`src/sep_pkg.sv`:
```
/*
  Constants, opcodes and types for the serial EEPROM command port.
  Assumes a 20 MHz system clock and host lines that are already
  synchronous to it.
*/
// Overview of operation
// [RULE_01] Ignore input until a start bit arrives
// [RULE_02] First one after select rises is start
// [RULE_03] Sample data in on serial clock rise
// [RULE_04] Opcode 00 picks extended command by two bits
// [RULE_05] Read shifts out addressed 16-bit word
// [RULE_06] Dummy zero on last address edge, then data
// [RULE_07] Reads continue at higher addresses while selected
// [RULE_08] Data out released while select is low
// [RULE_09] Select low resets the command logic
// [RULE_10] Reset leaves writes disabled
// [RULE_11] Write enable holds until write disable
// [RULE_12] Writes ignored when disabled; reads still work
// [RULE_13] Write stores 16 data bits at address
// [RULE_14] Word and all writes erase before programming
// [RULE_15] Programming starts when select drops after 25th
// [RULE_16] Write-all programs all 64 words at once
// [RULE_17] Selected during write shows busy low, ready high
// [RULE_18] No command accepted while busy
// [RULE_19] No status driven while select is low
// [RULE_20] Host holds data in low while polling
// [RULE_21] Word erase and chip erase are optional
// [RULE_22] Host should disable writes when finished
// [RULE_23] Started programming completes; earlier select low cancels
// [RULE_24] Host drops select within four clocks of ready
// [RULE_25] Programming interval timed internally, not over maximum
package sep_pkg;

  // Array geometry
  localparam int ADDR_W = 6;
  localparam int DATA_W = 16;
  localparam int WORDS = 64;
  localparam int FIFO_DEPTH_DEF = 16;

  // Opcodes and extended selectors
  localparam logic [1:0] OP_EXT = 2'h0;
  localparam logic [1:0] OP_WRITE = 2'h1;
  localparam logic [1:0] OP_READ = 2'h2;
  localparam logic [1:0] OP_ERASE = 2'h3;
  localparam logic [1:0] EXT_WRITE_DISABLE = 2'h0;
  localparam logic [1:0] EXT_WRITE_ALL = 2'h1;
  localparam logic [1:0] EXT_CHIP_ERASE = 2'h2;
  localparam logic [1:0] EXT_WEN = 2'h3;

  // Bit counter marks after the start bit
  localparam logic [4:0] LAST_HDR_CNT = 5'h07;
  localparam logic [4:0] LAST_DATA_CNT = 5'h17;
  localparam logic [3:0] WORD_LAST_BIT = 4'hF;

  // Content of an erased cell
  localparam logic [15:0] ERASED_WORD = 16'hFFFF;

  // Programming interval
  localparam int CLK_PERIOD_NS = 50;
  localparam int PROG_TIME_MS = 10;
  localparam int PROG_CYCLES_DEF = PROG_TIME_MS * 1000000 / CLK_PERIOD_NS;

  typedef enum logic [2:0] {
    ST_IDLE, ST_HEADER, ST_DATA, ST_READ, ST_DONE
  } sep_state_t;

  typedef enum logic [2:0] {
    PROG_NONE, PROG_WORD, PROG_ALL, PROG_ERASE_WORD, PROG_ERASE_ALL
  } sep_prog_t;

endpackage

```
`src/sep_command_port.sv`:
```
/*
  Serial EEPROM command port: FIFO for read prefetch and the command
  decoder, write control and 64 x 16 array.
  Assumes chip select, serial clock and data in are synchronous to mclk
  and the serial clock is far slower than mclk.
*/
`timescale 1ns/100ps

module sep_fifo #(
  parameter int WIDTH = 16,
  parameter int DEPTH = 16
) (
  // Clock and reset
  input wire logic clk,
  input wire logic reset,
  input wire logic flush,
  // Fill side
  input wire logic in_valid,
  output logic in_ready,
  input wire logic [WIDTH-1:0] in_data,
  // Drain side
  output logic out_valid,
  input wire logic out_ready,
  output logic [WIDTH-1:0] out_data
);
  // Pointer width, with one extra wrap bit kept above it
  localparam int AW = $clog2(DEPTH);

  logic [WIDTH-1:0] store [DEPTH];
  logic [AW:0] wr_ptr;
  logic [AW:0] rd_ptr;

  // Depth must be a power of two for pointer wrap
  if (DEPTH < 2 || (DEPTH & (DEPTH - 1)) != 0) begin : g_bad_depth
    $error("sep_fifo depth must be a power of two");
  end

  // Full when pointers differ only in the wrap bit
  assign in_ready = (wr_ptr ^ rd_ptr) != {1'b1, {AW{1'b0}}};
  assign out_valid = wr_ptr != rd_ptr;
  assign out_data = store[rd_ptr[AW-1:0]];

  // Storage write
  always_ff @(posedge clk) begin
    if (in_valid && in_ready) begin
      store[wr_ptr[AW-1:0]] <= in_data;
    end
  end

  // Write pointer
  always_ff @(posedge clk) begin
    if (reset || flush) begin
      wr_ptr <= '0;
    end else if (in_valid && in_ready) begin
      wr_ptr <= wr_ptr + 1'b1;
    end
  end

  // Read pointer
  always_ff @(posedge clk) begin
    if (reset || flush) begin
      rd_ptr <= '0;
    end else if (out_valid && out_ready) begin
      rd_ptr <= rd_ptr + 1'b1;
    end
  end
endmodule // sep_fifo

module sep_command_port import sep_pkg::*; #(
  parameter int PROG_CYCLES = PROG_CYCLES_DEF,
  parameter int FIFO_DEPTH = FIFO_DEPTH_DEF
) (
  // Clock and reset
  input wire logic mclk,
  input wire logic reset,
  // Host command lines
  input wire logic chip_select,
  input wire logic serial_clock_in,
  input wire logic serial_data_in,
  // Serial data out with its enable
  output logic serial_data_out,
  output logic serial_data_out_en
);
  // Timer wide enough for the full programming count
  localparam int TW = $clog2(PROG_CYCLES + 1);

  // Timer reload and end detection need two cycles at least
  if (PROG_CYCLES < 2) begin : g_bad_cycles
    $error("sep_command_port needs PROG_CYCLES of at least 2");
  end

  logic clk_in_prev;
  logic clk_in_rise;
  sep_state_t state;
  logic [4:0] bit_cnt;
  logic [7:0] hdr;
  logic [7:0] next_hdr;
  logic [15:0] wdata;
  logic [15:0] next_wdata;
  logic write_enable;
  sep_prog_t armed_op;
  sep_prog_t prog_op;
  logic [ADDR_W-1:0] armed_addr;
  logic [ADDR_W-1:0] prog_addr;
  logic [DATA_W-1:0] armed_data;
  logic [DATA_W-1:0] prog_data;
  logic prog_busy;
  logic [TW-1:0] prog_timer;
  logic prog_start;
  logic prog_end;
  logic status_pending;
  logic start_bit;
  logic hdr_done;
  logic data_done;
  logic read_shift;
  logic [DATA_W-1:0] mem [WORDS];
  logic [ADDR_W-1:0] fetch_addr;
  logic fifo_in_valid;
  logic fifo_in_ready;
  logic fifo_out_valid;
  logic fifo_out_ready;
  logic [DATA_W-1:0] fifo_out_data;
  logic [DATA_W-1:0] out_sr;
  logic [3:0] bits_left;

  // Serial clock edge, sampled on every mclk
  always_ff @(posedge mclk) begin
    if (reset) begin
      clk_in_prev <= 1'b0;
    end else begin
      clk_in_prev <= serial_clock_in;
    end
  end

  // Command framing events
  assign clk_in_rise = serial_clock_in & ~clk_in_prev
                       & chip_select; // RULE_03
  assign next_hdr = {hdr[6:0], serial_data_in};
  assign next_wdata = {wdata[14:0], serial_data_in};
  assign start_bit = clk_in_rise && state == ST_IDLE && serial_data_in
                     && !prog_busy; // RULE_02 RULE_18
  assign hdr_done = clk_in_rise && state == ST_HEADER
                    && bit_cnt == LAST_HDR_CNT;
  assign data_done = clk_in_rise && state == ST_DATA
                     && bit_cnt == LAST_DATA_CNT;
  assign read_shift = clk_in_rise && state == ST_READ;
  assign prog_start = !chip_select && armed_op != PROG_NONE; // RULE_15
  assign prog_end = prog_busy && prog_timer == TW'(1);

  // Command sequencer; select low returns it to idle
  always_ff @(posedge mclk) begin
    if (reset || !chip_select) begin // RULE_09
      state <= ST_IDLE;
      bit_cnt <= '0;
    end else if (clk_in_rise) begin
      case (state)
        ST_IDLE: begin
          if (start_bit) begin // RULE_01
            state <= ST_HEADER;
            bit_cnt <= '0;
          end
        end
        ST_HEADER: begin
          bit_cnt <= bit_cnt + 5'h01;
          if (bit_cnt == LAST_HDR_CNT) begin
            case (next_hdr[7:6])
              OP_READ: state <= ST_READ; // RULE_05
              OP_WRITE: state <= ST_DATA; // RULE_13
              OP_EXT: state <= (next_hdr[5:4] == EXT_WRITE_ALL) ?
                               ST_DATA : ST_DONE; // RULE_04
              default: state <= ST_DONE;
            endcase
          end
        end
        ST_DATA: begin
          bit_cnt <= bit_cnt + 5'h01;
          if (bit_cnt == LAST_DATA_CNT) begin
            state <= ST_DONE;
          end
        end
        default: state <= state;
      endcase
    end
  end

  // Opcode and address shifter, then data word shifter
  always_ff @(posedge mclk) begin
    if (reset) begin
      hdr <= '0;
      wdata <= '0;
    end else if (clk_in_rise && state == ST_HEADER) begin
      hdr <= next_hdr;
    end else if (clk_in_rise && state == ST_DATA) begin
      wdata <= next_wdata; // RULE_13
    end
  end

  // Write permission latch
  always_ff @(posedge mclk) begin
    if (reset) begin
      write_enable <= 1'b0; // RULE_10
    end else if (hdr_done && next_hdr[7:6] == OP_EXT) begin
      if (next_hdr[5:4] == EXT_WEN) begin
        write_enable <= 1'b1; // RULE_11
      end else if (next_hdr[5:4] == EXT_WRITE_DISABLE) begin
        write_enable <= 1'b0;
      end
    end
  end

  // Write commands armed until select drops; early drop cancels
  always_ff @(posedge mclk) begin
    if (reset || !chip_select) begin
      armed_op <= PROG_NONE; // RULE_23
    end else if (write_enable && data_done) begin // RULE_12
      armed_op <= (hdr[7:6] == OP_WRITE) ? PROG_WORD : PROG_ALL;
      armed_addr <= hdr[5:0];
      armed_data <= next_wdata;
    end else if (write_enable && hdr_done) begin // RULE_21
      if (next_hdr[7:6] == OP_ERASE) begin
        armed_op <= PROG_ERASE_WORD;
        armed_addr <= next_hdr[5:0];
      end else if (next_hdr[7:6] == OP_EXT
                   && next_hdr[5:4] == EXT_CHIP_ERASE) begin
        armed_op <= PROG_ERASE_ALL;
      end
    end
  end

  // Self-timed programming interval, immune to select
  always_ff @(posedge mclk) begin
    if (reset) begin
      prog_busy <= 1'b0;
      prog_timer <= '0;
      prog_op <= PROG_NONE;
    end else if (prog_start) begin
      prog_busy <= 1'b1;
      prog_timer <= TW'(PROG_CYCLES); // RULE_25
      prog_op <= armed_op;
      prog_addr <= armed_addr;
      prog_data <= armed_data;
    end else if (prog_busy) begin
      prog_timer <= prog_timer - TW'(1); // RULE_23
      if (prog_end) begin
        prog_busy <= 1'b0;
      end
    end
  end

  // Cell array: erase at start, program at end
  always_ff @(posedge mclk) begin
    if (prog_start) begin
      if (armed_op == PROG_WORD || armed_op == PROG_ERASE_WORD) begin
        mem[armed_addr] <= ERASED_WORD; // RULE_14
      end else begin
        for (int i = 0; i < WORDS; i++) begin
          mem[i] <= ERASED_WORD;
        end
      end
    end else if (prog_end && prog_op == PROG_WORD) begin
      mem[prog_addr] <= prog_data; // RULE_13
    end else if (prog_end && prog_op == PROG_ALL) begin
      for (int i = 0; i < WORDS; i++) begin
        mem[i] <= prog_data; // RULE_16
      end
    end
  end

  // Status owed to the host after a started write
  always_ff @(posedge mclk) begin
    if (reset) begin
      status_pending <= 1'b0;
    end else if (prog_start) begin
      status_pending <= 1'b1;
    // Completion while deselected also drops the owed status
    end else if (start_bit
                 || (!chip_select && (!prog_busy || prog_end))) begin
      status_pending <= 1'b0; // RULE_19
    end
  end

  // Read prefetch address, rising through the array
  always_ff @(posedge mclk) begin
    if (reset) begin
      fetch_addr <= '0;
    end else if (hdr_done && next_hdr[7:6] == OP_READ) begin
      fetch_addr <= next_hdr[5:0];
    end else if (fifo_in_valid && fifo_in_ready) begin
      fetch_addr <= fetch_addr + 1'b1; // RULE_07
    end
  end

  // Prefetch fills while a read is selected; one word drains
  // at each word boundary of the outgoing stream
  assign fifo_in_valid = state == ST_READ && chip_select;
  assign fifo_out_ready = read_shift && bits_left == '0;

  sep_fifo #(
    .WIDTH(DATA_W),
    .DEPTH(FIFO_DEPTH)
  ) u_read_fifo (
    .clk(mclk),
    .reset(reset),
    .flush(!chip_select),
    .in_valid(fifo_in_valid),
    .in_ready(fifo_in_ready),
    .in_data(mem[fetch_addr]),
    .out_valid(fifo_out_valid),
    .out_ready(fifo_out_ready),
    .out_data(fifo_out_data)
  );

  // Read word shifter
  always_ff @(posedge mclk) begin
    if (reset || !chip_select || hdr_done) begin
      out_sr <= '0;
      bits_left <= '0;
    end else if (fifo_out_ready) begin
      out_sr <= {fifo_out_data[14:0], 1'b0}; // RULE_05
      bits_left <= WORD_LAST_BIT;
    end else if (read_shift) begin
      out_sr <= {out_sr[14:0], 1'b0};
      bits_left <= bits_left - 4'h1;
    end
  end

  // Serial data out and its enable
  always_ff @(posedge mclk) begin
    if (reset || !chip_select) begin
      serial_data_out <= 1'b0;
      serial_data_out_en <= 1'b0; // RULE_08
    end else if (hdr_done && next_hdr[7:6] == OP_READ) begin
      serial_data_out <= 1'b0; // RULE_06
      serial_data_out_en <= 1'b1;
    end else if (fifo_out_ready) begin
      serial_data_out <= fifo_out_valid & fifo_out_data[15];
    end else if (read_shift) begin
      serial_data_out <= out_sr[15]; // RULE_07
    end else if (state == ST_IDLE && status_pending) begin
      serial_data_out <= !prog_busy; // RULE_17
      serial_data_out_en <= 1'b1;
    end else if (state != ST_READ) begin
      serial_data_out <= 1'b0;
      serial_data_out_en <= 1'b0;
    end
  end
endmodule // sep_command_port

```
`config.mk`:
```
export PLATFORM = sky130hd
export DESIGN_NAME = sep_command_port
export DESIGN_NICKNAME = d
export VERILOG_FILES = /design/src/sep_pkg.sv /design/src/sep_command_port.sv
export SDC_FILE = /design/constraint.sdc
export NUM_CORES = 1
export LEC_CHECK = 0
export BUFFER_PORTS_ARGS = -buffer_cell sky130_fd_sc_hd__buf_4
export CORE_MARGIN = 2
export CORE_UTILIZATION = 63
export CTS_BUF_LIST = sky130_fd_sc_hd__clkbuf_16
export DETAILED_ROUTE_END_ITERATION = 16
export PLACE_DENSITY_LB_ADDON = 0.08
export SYNTH_ARGS = -nofsm -noshare
export SYNTH_HDL_FRONTEND = slang
export SYNTH_HIERARCHICAL = 1
export SYNTH_SLANG_ARGS = --single-unit
export TNS_END_PERCENT = 10
```
`constraint.sdc`:
```
create_clock -name mclk -period 5.1 [get_ports mclk]
set_input_delay 1.02 -clock mclk [delete_from_list [all_inputs] [get_ports mclk]]
set_output_delay 1.02 -clock mclk [all_outputs]
set_load 0.005 [all_outputs]
```
# Yosys cells after proc, flatten, opt, wreduce, memory -nomap -nowiden
# Memory sizes are Yosys's and may differ from the RTL's. A register that Yosys moved wholly into a read port is not among the register bits.
# Index checks and enable logic that the tools add are counted.
totals:
  elab_cells: 317
  regBits: 140
  inputBits: 5
  mem_bits_rw: 1280
  output_inout_bits: 2
  memories: 2
memory_table:
  columns: ["name", "words", "width", "rd", "rd_ports_with_merged_regs", "write_ports", "line", "source"]
  rows:
  - ["mem", 64, 16, 1, 1, 64, "sep_command_port.sv:116", "logic [DATA_W-1:0] mem [WORDS];"]
  - ["u_read_fifo.store", 16, 16, 1, 1, 1, "sep_command_port.sv:29", "logic [WIDTH-1:0] store [DEPTH];"]
classes:
  n_mux: 128
  add_sub_neg: 6
  bitwise: 72
  reduce_logical: 61
  eq_ne: 25
ops:
  columns: ["cell", "n"]
  rows:
  - ["$mux W16", 68]
  - ["$or A1 B1 Y1", 64]
  - ["$mux W6", 9]
  - ["$mux W18", 2]
  - ["$mux W1", 32]
  - ["$reduce_or A16 Y1", 2]
  - ["$mux W3", 8]
  - ["$logic_and A1 B1 Y1", 23]
  - ["$eq A18 B1 Y1 const B", 1]
  - ["$pmux W3 S3", 2]
  - ["$sub A18 B1 Y18 const B", 1]
  - ["$mux W4", 4]
  - ["$reduce_bool A2 Y1", 8]
  - ["$add A5 B1 Y5 const B", 3]
  - ["$eq A3 B2 Y1 const B", 4]
  - ["$reduce_bool A3 Y1", 4]
  - ["$pmux W5 S2", 1]
  - ["$reduce_and A2 Y1", 5]
  - ["$eq A3 B1 Y1 const B", 3]
  - ["$reduce_and A3 Y1", 3]
  - ["$eq A2 B2 Y1 const B", 4]
  - ["$add A6 B1 Y6 const B", 1]
  - ["$eq A2 B1 Y1 const B", 3]
  - ["$ne A2 B1 Y1 const B", 3]
  - ["other kinds (20)", 34]

# Longest topological paths before layout
depth:
  ltp_word: 11
  ltp_mapped: 10
  ltp_nobuf: 8

# Cells and area by module
# Netlist, hierarchy kept.
modules_own_cells:
  columns: ["mod", "area_per_inst_um2", "cells_each", "n_inst"]
  rows:
  - ["sep_command_port", 45583.7, 2399, 1]
  - ["sep_fifo", 10642.7, 460, 1]

# Worst setup path after synthesis
# Ideal clock, no wire load.
synth_timing:
  kind: "input to register"
  from: "input chip_select"
  to: "memory mem[46][0] (enable)"
  slack_ns: 1.140
  arrival_time_ns: 3.549
  n_path_buf: 1
  setup_ns: 0.411
  cell_stages: 5
  path_cell_list: "clkbuf_1 -> o2111ai_2 -> nor3_4 -> mux2_2 -> o21ai_0"
synth_lines:
  columns: ["element", "line", "source"]
  rows:
  - ["start, declared", "sep_command_port.sv:77", "input wire logic chip_select,"]
  - ["end, declared", "sep_command_port.sv:116", null]

==> out/metrics.yaml <==
timing:
  timing.fmax_mhz: 257
  relSlewSlack: 0.175
  finalSetupTns_ns: 0
  hold_viol_final: 0
  maxSlewViolCount: 0
  min_period_ns: 3.89
  rsz0062_at_grt: "false"
  tightest_slew_ns: 1.23
  fin_hold_ws_ns: 0.418
  setup_viol: 0
  skew_ns: 0.0392
  fin_crit_sh: 0.762
min_path:
  hold_path_end: "prog_data[13]"
  min-delay-start: "armed_data[13]"
  hp-class: "flop to flop"
  holdPathStages: 0
routing:
  ant_nets: 0
  dr.first_iter.drc_count: 3585
  drc_errors: 0
  vias: 28500
  dr.pass1.iters: 6
  wire_per_inst_um: 30.9
  routed_wl_mm: 132
  post_drt_via_cell_ratio: 6.69
logic_synthesis:
  yosys_register_bits: 1430
  ys_types: 74
  syn_nets: 2878
  avgSynthCellArea_um2: 19.7
  syn_area_um2: 56200
  synth_cells: 2859
  synth_edf_count: 1324
  yosysSeqAreaShare: 0.745
  async_flop_share: 0
  yosys_warnings: 6
  ys.flop_type: "edfxtp_1"
place:
  place.gp.congestion: 0.915
  port_buffers: 6
  dpl_cell_area_um2: 58300
  dp_hpwl_mm: 83.5
pwr:
  p_total_w: 0.0222
  leakage_nw: 19.2
  ir_drop_uv: 356
  power_density_nw_per_um2: 355
clocking:
  hold_buffers: 0
  clock_insertion_delay_worst_skew_ns: 0.76
  cts_tree: "yes"
  cts_setup_buffers: 0
  cts_sinks: 1430
  post_cts_resize_count: 0
  clk_pin_slew_ns: 0.06
  cts_root_buffer: "clkbuf_16"
  htree_levels: 4
  cts_buffers: 143
  cts.path.max_buffers: 3
floorplan:
  row_count: 109
  boundaryPins: 7
  die_w_um: 303
  chipHeight_um: 303
  core_area_um2: 88400
  start_util: 0.636
  die_area_um2: 91700
worst_setup_path:
  crit_type: "flop to flop"
  critical_path.endpoint_type: "flop"
  r2r_cells: 8
  cp_top_family: "simple AND/OR/NAND/NOR gates"
  slowest_stage: "o21ai_2"
  rr_startpoint: "prog_timer[1]"
  worstSetupStartpointType: "flop"
  cp_num_buf_inv: 2
  cp_max_fo: 16
  r2r_slack_ns: 1.21
  crit_arrival_ns: 4.25
  critPathRequiredTime_ns: 5.46
  crit_path_max_incr_delay_ns: 0.79
  crit_chain: "inv_1 -> ha_1 -> nor3b_1 -> nand4b_2 -> nor3_4 -> buf_4 -> mux2_2 -> o21ai_2"
  r2r_end: "mem[17][8]"
grt:
  grt_overflow: 0
  grt_start_max_net_pins: 65
  grt_util_all_layers: 0.296
  grt_antenna_before_repair: 4
  grt_pass1_vias: 28600
  grt_pass1_wl_mm: 192
run_status:
  status: "completed"
final_layout:
  final_nets: 3007
  insertedDiodeCount: 0
  area_growth_pct: 11.2
  drive_above_1_share: 0.230
  final_design_area_no_fill_um2: 62500
run:
  max_cap_viol_count: 0
## kinds of logic after synthesis
group                      after synthesis  share of synthesized area
adders and majority gates               14                    0.00312
xor gates and xnor gates                30                    0.00467
buffers and inverters                  177                     0.0161
and+or+nand+nor                        450                     0.0416
AOI/OAI and AO/OA                      333                     0.0372
muxes                                  425                      0.153
DFF                                   1430                      0.745
## worst max-delay path by stage
stage                        from          to  depth (start not counted)
detailed placement    chip_select  mem[17][3]                          6
CTS                 prog_timer[1]  mem[29][7]                          8
floorplan             chip_select  mem[46][0]                          5
global placement      chip_select  mem[29][0]                          6
finish              prog_timer[1]  mem[17][8]                          8
global route        prog_timer[1]  mem[29][7]                          8
## Yosys cell counts, drive strengths merged, types with 4 or more instances
master / n / area share
edfxtp: 1324 / 0.71
mux4: 336 / 0.14
nor2: 121 / 0.0081
dfxtp: 106 / 0.038
o21ai: 104 / 0.0093
nand2: 101 / 0.0068
buf: 86 / 0.0099
mux2i: 85 / 0.015
clkbuf: 74 / 0.0049
nand2b: 67 / 0.0075
a21oi: 60 / 0.0053
o22ai: 52 / 0.0058
a22oi: 24 / 0.0032
nand3: 23 / 0.0020
a211oi: 21 / 0.0029
nor3: 20 / 0.0020
nor2b: 18 / 0.0020
nor4: 17 / 0.0028
and3: 16 / 0.0018
inv: 16 / 0.0011
xnor2: 15 / 0.0023
xor2: 15 / 0.0023
ha: 14 / 0.0031
a31oi: 13 / 0.0014
or3: 11 / 0.0012
nand4: 10 / 0.0011
o211ai: 10 / 0.0013
and2: 9 / 0.0010
nand3b: 8 / 0.0011
o221ai: 8 / 0.0012
a211o: 7 / 0.0011
nor3b: 7 / 0.00093
or3b: 6 / 0.00093
or2: 5 / 0.00056
a22o: 4 / 0.00062
mux2: 4 / 0.00080
o22a: 4 / 0.00062
o41ai: 4 / 0.00062
or4: 4 / 0.00053
## cell usage in the layout (no fill, tap or decap), types with 46 or more instances in the layout
master	count
nand2b_1	65
o22ai_1	52
o21ai_1	46
edfxtp_1	1324
buf_4	136
nand2_1	100
inv_1	54
mux2i_1	85
nor2_1	120
dfxtp_1	99
a21oi_1	59
mux4_2	306
clkbuf_16	147
## where the power goes
group / total, W / internal (W) / switching (W)
combinational: 0.0000328 / 0.00000737 / 0.0000254
sequential: 0.0126 / 0.0126 / 0.000000893
clock: 0.00955 / 0.00535 / 0.00420
total: 0.0222 / 0.0180 / 0.00423
## registers in the layout (all words and copies together), names as in the netlist, 5 cells and up, named ones only
| register | count |
|---|---|
| fetch_addr | 6 |
| armed_data | 16 |
| u_read_fifo/rd_ptr | 5 |
| mem | 1024 |
| wdata | 15 |
| prog_addr | 6 |
| armed_addr | 6 |
| out_sr | 15 |
| prog_timer | 18 |
| prog_data | 16 |
| u_read_fifo/store | 256 |
| u_read_fifo/wr_ptr | 5 |
| hdr | 8 |
| bit_cnt | 5 |
## worst reg2reg max path, cell delays in order (launching register included)
cell	delay (ns)
dfxtp_1	0.32
inv_1	0.11
ha_1	0.15
nor3b_1	0.32
nand4b_2	0.42
nor3_4	0.70
buf_4	0.30
mux2_2	0.39
o21ai_2	0.79
## layer usage
layer / vias up / part of all wire / track usage / wire length, µm
met3: 223 / 0.082 / 0.0501 / 10900
li1: 12000 / - / - / -
met5: - / 0 / 0 / 0
met4: 0 / 0.036 / 0.109 / 4720
met2: 1345 / 0.49 / 0.471 / 64700
met1: 14900 / 0.39 / 0.424 / 51400
## final cells by class
cell class                 instances  area, µm²
multi-input combinational       1252      13600
fill                            5396      25900
sequential                      1430      41900
clock inverter                   104        558
timing repair buffer             145       1200
inverter                          16       60.1
clock buffer                     147       3680
tap                             1165       1460
## metrics by stage
stage | std cells | setup slack [ns] | util
2_1_floorplan | 2859 | 1.14 | -
3_3_place_gp | 4008 | 1.13 | 0.659
3_5_place_dp | 4008 | 1.03 | 0.659
4_1_cts | 4259 | 1.25 | 0.707
5_1_grt | 4259 | 1.04 | 0.707
6_report | 4259 | 1.21 | 0.707
Note: power is estimated with default switching activity, not from simulation.
